## config.mk

```make
export PLATFORM = sky130hd
export DESIGN_NAME = cpu_operand_address_and_sequencer
export DESIGN_NICKNAME = d
export VERILOG_FILES = /design/src/logic/seq_pkg.sv /design/src/logic/addr_if.sv /design/src/logic/cpu_operand_address_and_sequencer.sv /design/src/logic/addr_former.sv /design/src/logic/step_counter.sv
export SDC_FILE = /design/constraint.sdc
export NUM_CORES = 1
export LEC_CHECK = 0
export BUFFER_PORTS_ARGS = -buffer_cell sky130_fd_sc_hd__buf_2
export CAP_MARGIN = 20
export CORE_ASPECT_RATIO = 1.4
export CORE_MARGIN = 1
export CORE_UTILIZATION = 30
export CTS_BUF_LIST = sky130_fd_sc_hd__clkbuf_8
export DETAILED_ROUTE_END_ITERATION = 8
export PLACE_DENSITY_LB_ADDON = 0.12
export SLEW_MARGIN = 20
export SYNTH_ARGS = -nofsm -noshare
export SYNTH_HDL_FRONTEND = slang
export SYNTH_HIERARCHICAL = 1
export SYNTH_SLANG_ARGS = --single-unit
```

## constraint.sdc

```tcl
create_clock -name clock -period 5.6 [get_ports clock]
set_input_delay 1.4 -clock clock [delete_from_list [all_inputs] [get_ports clock]]
set_output_delay 1.4 -clock clock [all_outputs]
set_load 0.02 [all_outputs]
```

## src/logic/seq_pkg.sv

```systemverilog
// shared constants and types for the operand address and sequencer block
package seq_pkg;
	localparam logic [7:0] direct_page_high = 8'h00; // implied high byte
	localparam logic [15:0] reset_vec_high_addr = 16'hfffe; // start vector, high byte
	localparam logic [15:0] reset_vec_low_addr = 16'hffff; // start vector, low byte
	localparam logic [15:0] post_inc_step = 16'h0001; // index step after fetch
	localparam int reset_fetch_cycles = 6; // start sequence length
	localparam int queue_fill_bytes = 3; // bytes fetched at the vector target
	localparam int imask_bit = 3; // interrupt mask position in the flags
	localparam logic [2:0] cnt_one = 3'h1; // counter step
	localparam logic [2:0] cnt_zero = 3'h0; // counter start

	// operand addressing modes
	typedef enum logic [3:0] {
		mode_dir = 4'h0,
		mode_ext = 4'h1,
		mode_ix = 4'h2,
		mode_ix_inc = 4'h3,
		mode_ix1 = 4'h4,
		mode_ix1_inc = 4'h5,
		mode_ix2 = 4'h6,
		mode_sp1 = 4'h7,
		mode_sp2 = 4'h8
	} addr_mode_t;

	// bus cycle kinds the sequencer issues
	typedef enum logic [1:0] {
		cyc_idle = 2'h0,
		cyc_read = 2'h1,
		cyc_write = 2'h2
	} cyc_kind_t;
endpackage : seq_pkg

```

## src/logic/addr_if.sv

```systemverilog
// operand address request and result between the sequencer and the address unit
interface addr_if;
	seq_pkg::addr_mode_t mode; // selected addressing mode
	logic [15:0] index_pair; // index register pair
	logic [15:0] stack_ptr; // stack pointer
	logic [15:0] operand_bytes; // instruction bytes, high byte first
	logic [15:0] ea; // formed operand address
	logic [15:0] index_next; // index pair after the access
	logic index_wr; // index pair changes after the fetch

	modport requester (output mode, index_pair, stack_ptr, operand_bytes,
		input ea, index_next, index_wr);
	modport former (input mode, index_pair, stack_ptr, operand_bytes,
		output ea, index_next, index_wr);
endinterface : addr_if

```

## src/logic/cpu_operand_address_and_sequencer.sv

```systemverilog
// operand address generation and special operation sequencer of the cpu core
//
// Overview of operation
// - direct mode: zero high byte plus byte
// - extended mode: two bytes, high first
// - plain indexed: index pair is the address
// - indexed post increment: step pair after fetch
// - index pair plus unsigned byte offset
// - pair plus byte offset, then pair increments
// - index pair plus sixteen bit offset
// - stack pointer plus unsigned byte offset
// - stack pointer plus sixteen bit offset
// - reset abandons activity at once
// - after reset, six cycle vector fetch
// - interrupt waits for instruction end
// - vector from top pending request at entry
// - push pc low, pc high, x, a, flags
// - set mask, vector high, low, idle, three fetches
// - upper index byte is never pushed
// - software trap uses entry, ignores mask
// - wait clears mask, gates clocks until wake
// - debug command in wait enters background
// - debug enable keeps oscillator on in stop
// - background instruction halts until resume command
// - no interrupt right after mask clear
module cpu_operand_address_and_sequencer (
	input wire logic clock, // bus clock, 250 MHz
	input wire logic sys_rst, // async reset, active high
	input wire logic rst_src_done, // internal reset source check finished
	input wire logic rst_pin_n, // external reset pin, active low
	input wire seq_pkg::addr_mode_t mode, // operand addressing mode
	input wire logic [15:0] index_pair, // index register pair
	input wire logic [15:0] stack_ptr, // stack pointer
	input wire logic [15:0] operand_bytes, // operand bytes, high first
	output logic [15:0] operand_addr, // formed operand address
	input wire logic operand_fetched, // operand access completed
	output logic index_load, // load index_pair_next into the pair
	output logic [15:0] index_pair_next, // incremented index pair
	input wire logic [7:0] program_counter_low_byte, // return address low
	input wire logic [7:0] program_counter_upper_byte, // return address high
	input wire logic [7:0] index_low, // low index byte
	input wire logic [7:0] accumulator, // accumulator
	input wire logic [7:0] condition_code_reg, // flags
	input wire logic instr_boundary, // current instruction has finished
	input wire logic irq_pending, // some hardware request pending
	input wire logic [15:0] irq_vector_addr, // vector of top pending request
	input wire logic software_trap_instruction, // trap opcode at boundary
	input wire logic wait_instruction, // wait opcode at boundary
	input wire logic stop_instruction, // stop opcode at boundary
	input wire logic enter_debug_instruction, // background opcode at boundary
	input wire logic mask_cleared_prev, // last instruction cleared the mask
	input wire logic debug_enable_bit, // debug enable from serial interface
	input wire logic reset_into_debug, // reset was into background mode
	input wire logic debug_serial_pin_cmd, // serial background command, pulse
	input wire logic resume_cmd, // go command, pulse
	input wire logic single_step_command, // trace one command, pulse
	input wire logic tagged_resume_command, // tagged go command, pulse
	input wire logic [7:0] bus_rdata, // read data from memory
	output logic bus_req, // bus cycle active
	output logic bus_we, // bus cycle is a write
	output logic [15:0] bus_addr, // bus cycle address
	output logic [7:0] bus_wdata, // bus write data
	output logic [15:0] stack_ptr_next, // stack pointer after pushes
	output logic stack_load, // load stack_ptr_next
	output logic [15:0] pc_load_value, // new program counter
	output logic pc_load, // load pc_load_value, pulse
	output logic set_imask, // set interrupt mask, pulse
	output logic clear_imask, // clear interrupt mask, pulse
	output logic cpu_clk_gate, // cpu clocks stopped when high
	output logic osc_keep_on, // keep oscillator running in stop
	output logic in_background, // active background mode
	output logic running // executing user instructions
);
	////////////////////////////////////////////////////////////////////////////
	// sequencer states
	typedef enum logic [3:0] {
		st_reset = 4'h0,
		st_vec_fetch = 4'h1,
		st_run = 4'h2,
		st_push = 4'h3,
		st_mask = 4'h4,
		st_vhi = 4'h5,
		st_vlo = 4'h6,
		st_free = 4'h7,
		st_fill = 4'h8,
		st_wait = 4'h9,
		st_stop = 4'ha,
		st_bdm = 4'hb
	} seq_state_t;

	seq_state_t state_q, state_d; // sequencer state
	logic [2:0] cnt; // step count within a sequence
	logic cnt_clear; // restart counter
	logic [15:0] vec_q; // latched vector address
	logic [7:0] vhi_q; // vector high byte read
	logic [15:0] target_q; // vector target
	logic [15:0] sp_q; // working stack pointer
	logic rst_pin_s1_q, rst_pin_s2_q; // pin synchroniser
	logic src_s1_q, src_s2_q; // check-done synchroniser
	logic [7:0] push_data; // byte for the current push

	////////////////////////////////////////////////////////////////////////////
	// operand address former
	addr_if aif ();
	assign aif.mode = mode;
	assign aif.index_pair = index_pair;
	assign aif.stack_ptr = stack_ptr;
	assign aif.operand_bytes = operand_bytes;
	addr_former u_former (
		.a(aif)
	);
	assign operand_addr = aif.ea;
	// the pair steps only once the operand fetch is done
	assign index_load = aif.index_wr && operand_fetched && (state_q == st_run);
	assign index_pair_next = aif.index_next;

	step_counter #(.width(3)) u_cnt (
		.clock(clock),
		.sys_rst(sys_rst),
		.clear(cnt_clear),
		.step(1'b1),
		.count(cnt)
	);

	////////////////////////////////////////////////////////////////////////////
	// reset release: pin and check-done come from outside, so synchronise
	always_ff @(posedge clock or posedge sys_rst) begin
		if (sys_rst) begin
			rst_pin_s1_q <= 1'b0;
			rst_pin_s2_q <= 1'b0;
			src_s1_q <= 1'b0;
			src_s2_q <= 1'b0;
		end else begin
			rst_pin_s1_q <= rst_pin_n;
			rst_pin_s2_q <= rst_pin_s1_q;
			src_s1_q <= rst_src_done;
			src_s2_q <= src_s1_q;
		end
	end
	wire reset_done = rst_pin_s2_q && src_s2_q;

	////////////////////////////////////////////////////////////////////////////
	// decode of events at the instruction boundary
	wire imask = condition_code_reg[seq_pkg::imask_bit];
	// a request right after a mask clear is held off one boundary
	wire irq_take = irq_pending && !imask && !mask_cleared_prev;
	wire at_edge = (state_q == st_run) && instr_boundary;
	wire go_irq = at_edge && irq_take;
	wire go_trap = at_edge && !irq_take && software_trap_instruction;
	wire go_wait = at_edge && !irq_take && wait_instruction;
	wire go_stop = at_edge && !irq_take && stop_instruction;
	wire go_bdm = at_edge && !irq_take && enter_debug_instruction;
	wire any_resume = resume_cmd || single_step_command || tagged_resume_command;
	wire wait_wake = irq_pending; // mask was cleared on wait entry
	wire stop_bdm = debug_serial_pin_cmd && osc_keep_on;

	////////////////////////////////////////////////////////////////////////////
	// push bytes in order: pc low, pc high, index low, accumulator, flags
	// the upper index byte is left for the service routine to save
	assign push_data = (cnt == 3'h0) ? program_counter_low_byte :
		(cnt == 3'h1) ? program_counter_upper_byte :
		(cnt == 3'h2) ? index_low :
		(cnt == 3'h3) ? accumulator : condition_code_reg;
	localparam logic [2:0] push_last = 3'h4; // fifth push
	localparam logic [2:0] vec_last = 3'(seq_pkg::reset_fetch_cycles - 1);
	localparam logic [2:0] fill_last = 3'(seq_pkg::queue_fill_bytes - 1);

	////////////////////////////////////////////////////////////////////////////
	// next-state logic
	always_comb begin
		state_d = state_q;
		cnt_clear = 1'b0;
		unique case (state_q)
			st_reset: begin
				cnt_clear = 1'b1;
				if (reset_done) state_d = st_vec_fetch;
			end
			st_vec_fetch: begin
				if (cnt == vec_last) begin
					state_d = reset_into_debug ? st_bdm : st_run;
				end
			end
			st_run: begin
				cnt_clear = 1'b1;
				if (go_irq || go_trap) state_d = st_push;
				else if (go_wait) state_d = st_wait;
				else if (go_stop) state_d = st_stop;
				else if (go_bdm) state_d = st_bdm;
			end
			st_push: begin
				if (cnt == push_last) begin
					state_d = st_mask;
				end
			end
			st_mask: state_d = st_vhi;
			st_vhi: state_d = st_vlo;
			st_vlo: state_d = st_free;
			st_free: begin
				cnt_clear = 1'b1;
				state_d = st_fill;
			end
			st_fill: begin
				if (cnt == fill_last) state_d = st_run;
			end
			st_wait: begin
				cnt_clear = 1'b1;
				if (debug_serial_pin_cmd) state_d = st_bdm;
				else if (wait_wake) state_d = st_push;
			end
			st_stop: begin
				cnt_clear = 1'b1;
				if (stop_bdm) state_d = st_bdm;
				else if (irq_pending) state_d = st_push;
			end
			st_bdm: begin
				cnt_clear = 1'b1;
				if (any_resume) state_d = st_run;
			end
			default: state_d = st_reset;
		endcase
	end

	////////////////////////////////////////////////////////////////////////////
	// state and vector registers; reset drops everything at once
	always_ff @(posedge clock or posedge sys_rst) begin
		if (sys_rst) state_q <= st_reset;
		else state_q <= state_d;
	end

	// the vector is frozen when the entry sequence starts
	always_ff @(posedge clock or posedge sys_rst) begin
		if (sys_rst) vec_q <= 16'h0000;
		else if (state_d == st_push && state_q != st_push) begin
			vec_q <= irq_vector_addr;
		end
	end

	// working stack pointer, one down per push
	always_ff @(posedge clock or posedge sys_rst) begin
		if (sys_rst) sp_q <= 16'h0000;
		else if (state_q != st_push) sp_q <= stack_ptr;
		else sp_q <= 16'(sp_q - 16'h0001);
	end

	// vector bytes and target
	always_ff @(posedge clock or posedge sys_rst) begin
		if (sys_rst) begin
			vhi_q <= 8'h00;
			target_q <= 16'h0000;
		end else begin
			if (state_q == st_vhi) vhi_q <= bus_rdata;
			if (state_q == st_vlo) target_q <= {vhi_q, bus_rdata};
			if (state_q == st_vec_fetch && cnt == 3'h0) vhi_q <= bus_rdata;
			if (state_q == st_vec_fetch && cnt == 3'h1) target_q <= {vhi_q, bus_rdata};
		end
	end

	////////////////////////////////////////////////////////////////////////////
	// bus cycles of each sequence
	wire [15:0] fill_addr = 16'(target_q + {13'h0000, cnt});
	wire vec_rd_hi = (state_q == st_vec_fetch) && (cnt == 3'h0);
	wire vec_rd_lo = (state_q == st_vec_fetch) && (cnt == 3'h1);
	wire vec_fill = (state_q == st_vec_fetch) && (cnt >= 3'h2) && (cnt <= 3'h4);
	wire [15:0] rst_fill_addr = 16'(target_q + {13'h0000, 3'(cnt - 3'h2)});
	assign bus_req = (state_q == st_push) || (state_q == st_vhi) || (state_q == st_vlo) ||
		(state_q == st_fill) || vec_rd_hi || vec_rd_lo || vec_fill;
	assign bus_we = (state_q == st_push);
	assign bus_wdata = (state_q == st_push) ? push_data : 8'h00;
	assign bus_addr = (state_q == st_push) ? sp_q :
		(state_q == st_vhi) ? vec_q :
		(state_q == st_vlo) ? 16'(vec_q + 16'h0001) :
		(state_q == st_fill) ? fill_addr :
		vec_rd_hi ? seq_pkg::reset_vec_high_addr :
		vec_rd_lo ? seq_pkg::reset_vec_low_addr :
		vec_fill ? rst_fill_addr : 16'h0000;
	assign stack_ptr_next = 16'(sp_q - 16'h0001);
	assign stack_load = (state_q == st_push);
	assign pc_load = ((state_q == st_free) || (state_q == st_vec_fetch && cnt == vec_last));
	assign pc_load_value = target_q;
	assign set_imask = (state_q == st_mask);
	assign clear_imask = go_wait;
	assign cpu_clk_gate = (state_q == st_wait) || (state_q == st_stop);
	assign osc_keep_on = debug_enable_bit || reset_into_debug;
	assign in_background = (state_q == st_bdm);
	assign running = (state_q == st_run);

	////////////////////////////////////////////////////////////////////////////
	// checks
	push_order_a: assert property (@(posedge clock) disable iff (sys_rst)
		(state_q == st_push && cnt == 3'h0) |-> bus_wdata == program_counter_low_byte
		##1 bus_wdata == program_counter_upper_byte ##1 bus_wdata == index_low
		##1 bus_wdata == accumulator ##1 bus_wdata == condition_code_reg)
		else $error("push order wrong");
	entry_tail_a: assert property (@(posedge clock) disable iff (sys_rst)
		$fell(state_q == st_push) |-> set_imask ##1 bus_req ##1 bus_req
		##1 !bus_req ##1 bus_req[*3])
		else $error("entry tail wrong");
	reset_fetch_a: assert property (@(posedge clock) disable iff (sys_rst)
		(state_q == st_reset && reset_done) |=> bus_addr == seq_pkg::reset_vec_high_addr
		##1 bus_addr == seq_pkg::reset_vec_low_addr ##4 pc_load
		##1 state_q != st_vec_fetch)
		else $error("reset fetch wrong");
	direct_page_a: assert property (@(posedge clock) disable iff (sys_rst)
		mode == seq_pkg::mode_dir |-> operand_addr[15:8] == seq_pkg::direct_page_high)
		else $error("direct page high byte not zero");
	postinc_a: assert property (@(posedge clock) disable iff (sys_rst)
		index_load |-> index_pair_next == 16'(index_pair + 16'h0001))
		else $error("post increment wrong");
	cli_guard_a: assert property (@(posedge clock) disable iff (sys_rst)
		(at_edge && mask_cleared_prev && !software_trap_instruction) |=> state_q != st_push)
		else $error("interrupt after mask clear");
	wait_gate_a: assert property (@(posedge clock) disable iff (sys_rst)
		go_wait |-> clear_imask ##1 cpu_clk_gate)
		else $error("wait entry wrong");
	bdm_hold_a: assert property (@(posedge clock) disable iff (sys_rst)
		(in_background && !any_resume) |=> in_background)
		else $error("background left without resume");
	wait_bdm_a: assert property (@(posedge clock) disable iff (sys_rst)
		(state_q == st_wait && debug_serial_pin_cmd) |=> in_background && !cpu_clk_gate)
		else $error("background command in wait ignored");

	trap_unmasked_a: assert property (@(posedge clock) disable iff (sys_rst)
		(at_edge && software_trap_instruction && imask) |=> state_q == st_push)
		else $error("trap blocked by mask");

	wait_wake_a: assert property (@(posedge clock) disable iff (sys_rst)
		(state_q == st_wait && irq_pending && !debug_serial_pin_cmd) |=> state_q == st_push)
		else $error("wait not woken");

	push_step_a: assert property (@(posedge clock) disable iff (sys_rst)
		(state_q == st_push && cnt != seq_pkg::cnt_zero) |->
		bus_addr == 16'($past(bus_addr) - 16'h0001))
		else $error("push address not stepping");

	stop_bdm_a: assert property (@(posedge clock) disable iff (sys_rst)
		(state_q == st_stop && debug_serial_pin_cmd && osc_keep_on) |=> in_background)
		else $error("background command in stop ignored");

	boundary_only_a: assert property (@(posedge clock) disable iff (sys_rst)
		(running && !instr_boundary) |=> running)
		else $error("run left mid instruction");
endmodule : cpu_operand_address_and_sequencer

```

## src/logic/addr_former.sv

```systemverilog
// combinational operand address former for direct, extended and indexed modes
module addr_former (
	addr_if.former a // address request and result
);
	wire [7:0] low_byte = a.operand_bytes[7:0]; // short offset or direct byte
	wire [15:0] short_off = {8'h00, low_byte}; // unsigned extension
	// all sums drop the carry so they wrap inside the 64 kB space
	wire [15:0] ix_short = 16'(a.index_pair + short_off);
	wire [15:0] ix_long = 16'(a.index_pair + a.operand_bytes);
	wire [15:0] sp_short = 16'(a.stack_ptr + short_off);
	wire [15:0] sp_long = 16'(a.stack_ptr + a.operand_bytes);
	wire [15:0] ix_plus = 16'(a.index_pair + seq_pkg::post_inc_step);

	// mode selection
	assign a.ea =
		(a.mode == seq_pkg::mode_dir) ? {seq_pkg::direct_page_high, low_byte} :
		(a.mode == seq_pkg::mode_ext) ? a.operand_bytes :
		(a.mode == seq_pkg::mode_ix) ? a.index_pair :
		(a.mode == seq_pkg::mode_ix_inc) ? a.index_pair :
		(a.mode == seq_pkg::mode_ix1) ? ix_short :
		(a.mode == seq_pkg::mode_ix1_inc) ? ix_short :
		(a.mode == seq_pkg::mode_ix2) ? ix_long :
		(a.mode == seq_pkg::mode_sp1) ? sp_short :
		(a.mode == seq_pkg::mode_sp2) ? sp_long :
		a.index_pair;
	// only the two post increment modes step the pair
	assign a.index_wr = (a.mode == seq_pkg::mode_ix_inc) ||
		(a.mode == seq_pkg::mode_ix1_inc);
	assign a.index_next = ix_plus;
endmodule : addr_former

```

## src/logic/step_counter.sv

```systemverilog
// small cycle counter used to pace fixed-length bus sequences
module step_counter #(
	parameter int width = 3 // counter width
) (
	input wire logic clock, // bus clock
	input wire logic sys_rst, // async reset, active high
	input wire logic clear, // restart at zero
	input wire logic step, // advance one
	output logic [width-1:0] count // current count
);
	if (width < 3) begin : g_width_check
		$error("step_counter width too small");
	end
	logic [width-1:0] count_q; // held count
	wire [width-1:0] count_d = clear ? '0 : (step ? width'(count_q + 1'b1) : count_q);
	// count register
	always_ff @(posedge clock or posedge sys_rst) begin
		if (sys_rst) count_q <= '0;
		else count_q <= count_d;
	end
	assign count = count_q;
endmodule : step_counter

```

==> summary.md <==
| Metric | Value |
|---|---|
| Outcome | `finished, final reports clean` |
| Detailed placer's ending HPWL | `roughly 26000 microns` |
| Area of the die | `a little under 0.03 sq mm` |
| Largest net degree at the start of global routing | `65` |
| Synthesis warning total | `6` |
| Critical path start-end classification | `input port to output port` |
| Number of cells produced by synthesis | `roughly 1100` |
| Number of pins exceeding their max-slew limit in the final report | `0` |
| Kind of capture point of the worst setup path | `output port` |
| Portion of synthesized cell area occupied by the leading cell type | `roughly a fifth` |
| Clock tree from TritonCTS | `done` |
| Initial core utilization | `a little under a third` |
| Post-synthesis instance area | `between 0.008 and 0.009 sq mm` |
| Fraction of final layout cells with drive strength greater than 1 | `roughly 28%` |
| First-pass detailed-route iteration total | `5` |
| Final hold vios | `0` |
| Register clock-pin slew on the reported worst setup and hold paths | `about 0.080 ns` |
| Logic depth of the worst register-to-register path | `7` |
| Final GP Congestion | `approximately 0.9` |
| Synthesized area per cell | `7.92 sq um` |
| Synth-to-Final Area Change | `20.5%` |
| Hold path cells | `0` |
| Max_slew headroom | `28.4%` |
| Critical path data arrival time | `roughly 4.0 ns` |
| Insertion delay to the later sink of the worst-skew pair | `roughly 0.37 ns` |
| Leading area contributor after synthesis | `sky130_fd_sc_hd__dfrtp_1` |
| Cell count after placement | `about 1700` |
| Yosys reg bits | `67` |
| Hold path endpoint | `src_s2_q$_DFF_PP0_` |
| Largest stage delay on the critical path | `between 0.3 and 0.4 ns` |
| Crit start category | `input port` |
| Highest ir drop seen on vdd | `between 0.00015 and 0.0002 V` |
| Portion of the clock cycle consumed by the worst path in the final layout | `roughly 97%` |
| GRT overflow | `0` |
| Async set-or-reset flop fraction in the synthesized netlist | `between 90% and 100%` |
| Worst flop-to-flop path endpoint | `vec_q[6]$_DFFE_PP0P_` |
| Highest fanout seen on the critical path | `3` |
| Number of endpoints failing setup at the final stage | `0` |
| Most common cell in the netlist | `sky130_fd_sc_hd__nand2_1` |
| # DRC | `0` |
| Pre-CTS setup slack | `0.0353 ns` |
| Number of library cell types mapped by synthesis | `a little under 100` |
| Number of enable flip-flop cells after synthesis | `0` |
| H-tree level count | `3` |
| Top cell types by occurrence after synthesis | `98 x sky130_fd_sc_hd__nand2_1, 82 x sky130_fd_sc_hd__o21ai_0, 78 x sky130_fd_sc_hd__a21oi_1, 67 x sky130_fd_sc_hd__dfrtp_1, 66 x sky130_fd_sc_hd__nor2_1` |
| Placed inst area | `just over 0.01 sq mm` |
| Total power per unit cell area | `484 mW/mm^2` |
| Most Frequent Cell on Critical Path | `sky130_fd_sc_hd__buf_2` |
| Remaining antenna violation count | `0` |
| Buffer levels on the longest clock path | `2` |
| Max-capacitance violation count | `0` |
| Port bufs | `around 230` |
| CP required | `roughly 4.2 ns` |
| Sequential cell area fraction in the yosys report | `between 10% and 20%` |
| Ports | `around 230` |
| Flip-flop cell with the highest count after synthesis | `sky130_fd_sc_hd__dfrtp_1` |
| Num CTS Buffers | `9` |
| R2R setup slack | `around 2.6 ns` |
| Post CTS Setup Buffer Count | `0` |
| Root buffer cell | `sky130_fd_sc_hd__clkbuf_8` |
| Highest clock rate | `approximately 0.18 GHz` |
| Total global routing track utilization | `around 22%` |
| Least-Margin Pin Slew | `1.07 ns` |
| Area contributors post-synth | `sky130_fd_sc_hd__dfrtp_1 19%, sky130_fd_sc_hd__ha_1 5.9%, sky130_fd_sc_hd__xnor2_1 5.2%` |
| Final cell area excluding filler cells | `0.0104 sq mm` |
| Number of hold buffers added after cts | `0` |
| Setup repair after global routing missed its margin | `no` |
| Aggregate routed wire length | `33000 microns` |
| Floorplan die height | `roughly 200 microns` |
| Slowest stage cell on the critical path | `sky130_fd_sc_hd__fa_2` |
| Post-layout nets | `roughly 1500` |
| Core region area | `about 0.028 sq mm` |
| Sequence of cells on the critical path | `buf_2 -> ha_1 -> fa_2 -> a211oi_2 -> o21ai_2 -> a2111oi_2 -> buf_4 -> nor4bb_1 -> mux2_1 -> a211oi_1 -> and3_1 -> a21oi_1 -> buf_2` |
| Post-Route Hold Slack | `0.362 ns` |
| Buffers plus inverters on the worst setup path | `3` |
| Standard-cell rows | `73` |
| Die outline width | `145 microns` |
| Global-route wire length before repair | `roughly 51000 microns` |
| Number of clock sinks | `67` |
| Shortest clock period the worst path allows after layout | `between 5 and 6 ns` |
| Via count of the first global-routing pass | `~9400` |
| Via count of the routed design | `between 9000 and 10000` |
| Via-to-Cell Ratio | `about 5.5` |
| Detailed router's first-iteration violation count | `around 460` |
| Static leakage | `between 4 and 5 nW` |
| Setup tns final | `0 ns` |
| Final clock skew | `roughly 0.0084 ns` |
| Crit path max-delay family | `compound AO/OA/AOI/OAI gates` |
| Antenna violations before repair | `0` |
| Type of the worst min-delay path | `register to register` |
| Startpoint of the lowest-slack hold path | `src_s1_q$_DFF_PP0_` |
| Origin of the critical flop-to-flop path | `state_q[0]$_DFF_PP0_` |
| Non-filler instance count after layout | `1676` |
| Final setup margin | `about 0.18 ns` |
| Average wire length per cell after detail routing | `19.7 microns` |
## metal layers
metal / GRT usage (%) / vias up / routed length, microns
met2: 43.3 / 274 / 17900
met3: 2.74 / 50 / 1390
met4: 8.72 / 0 / 981
met1: 24.0 / 4425 / 12700
met5: 0 / - / 0
li1: - / 4523 / -
## repair_timing
action                                  in CTS  in global routing
hold endpoints to repair                     0                  0
gates resized for setup                      0                  6
endpoints found under the setup margin       0                  2
## final cells by class
class                           instances  area (sq um)
Clock buffer                           11           151
Multi-Input combinational cell        921          6550
Timing Repair Buffer                  265          1410
Tap cell                              375           469
Clock inverter                          5          36.3
Fill cell                            3109         17900
Antenna cell                            1          2.50
Inverter                               31           116
Sequential cell                        67          1680
## placed cells by master, fill, tap and decap left out, types with 20 or more instances in the layout
cell type and count:
sky130_fd_sc_hd__and2_1 21, sky130_fd_sc_hd__xor2_1 39, sky130_fd_sc_hd__buf_2 232, sky130_fd_sc_hd__o21ai_0 82, sky130_fd_sc_hd__nor2_1 66, sky130_fd_sc_hd__mux2i_1 20, sky130_fd_sc_hd__a21oi_1 77, sky130_fd_sc_hd__buf_4 33
sky130_fd_sc_hd__nor3_1 21, sky130_fd_sc_hd__a211oi_1 23, sky130_fd_sc_hd__mux2_2 31, sky130_fd_sc_hd__xnor2_1 51, sky130_fd_sc_hd__o211ai_1 22, sky130_fd_sc_hd__nand2_1 98, sky130_fd_sc_hd__nand3_1 32, sky130_fd_sc_hd__inv_1 29
sky130_fd_sc_hd__ha_1 41, sky130_fd_sc_hd__dfrtp_1 67
## kinds of logic (layout without fill, tap and decap cells)
| logic type | count (synthesis) | in the layout | share of synthesized area, % |
|---|---|---|---|
| AOI/OAI and AO/OA | 374 | 374 | 30.6 |
| other | 1 | 5 | 0.0434 |
| xor gates and xnor gates | 90 | 90 | 9.13 |
| and+or+nand+nor | 354 | 354 | 21.9 |
| adders and majority gates | 45 | 45 | 6.87 |
| DFF | 67 | 67 | 19.4 |
| muxes | 54 | 54 | 6.75 |
| buffers and inverters | 106 | 312 | 5.26 |
## sequential cells by signal, indices dropped and copies added (netlist names), 3 cells and up
register / cells
pc_load_value: 16
sp_q: 16
state_q: 4
u_cnt/count: 3
vec_q: 16
vhi_q: 8
## per-stage QoR
step / utilization [%] / power, mW
finish: 36.8 / 5.03
floorplan: - / 3.54
global route: 36.7 / 5.44
detailed placement: 36.0 / 4.66
CTS: 36.7 / 5.08
global placement: 36.0 / 4.63
## report_power, final
group | switching, mW | leakage (nW) | internal (mW) | total (mW)
logic | 2.17 | 3.65 | 1.36 | 3.54
registers | 0.397 | 0.777 | 0.705 | 1.10
clock network | 0.211 | 0.0880 | 0.186 | 0.397
total | 2.78 | 4.51 | 2.25 | 5.03
## how the worst max path moves through the flow
stage / start / to / slack (ns) / depth (start not counted)
final: stack_ptr[0] / operand_addr[12] / 0.18 / 13
after global routing: operand_bytes[0] / operand_addr[12] / 0.01 / 15
after CTS: stack_ptr[0] / operand_addr[14] / 0.02 / 12
after detailed placement: stack_ptr[0] / operand_addr[14] / 0.04 / 12
after global placement: stack_ptr[0] / operand_addr[12] / 0.02 / 13
after floorplan: stack_ptr[0] / operand_addr[14] / 0.25 / 10
No activity file was read; power rests on OpenSTA's default activity.
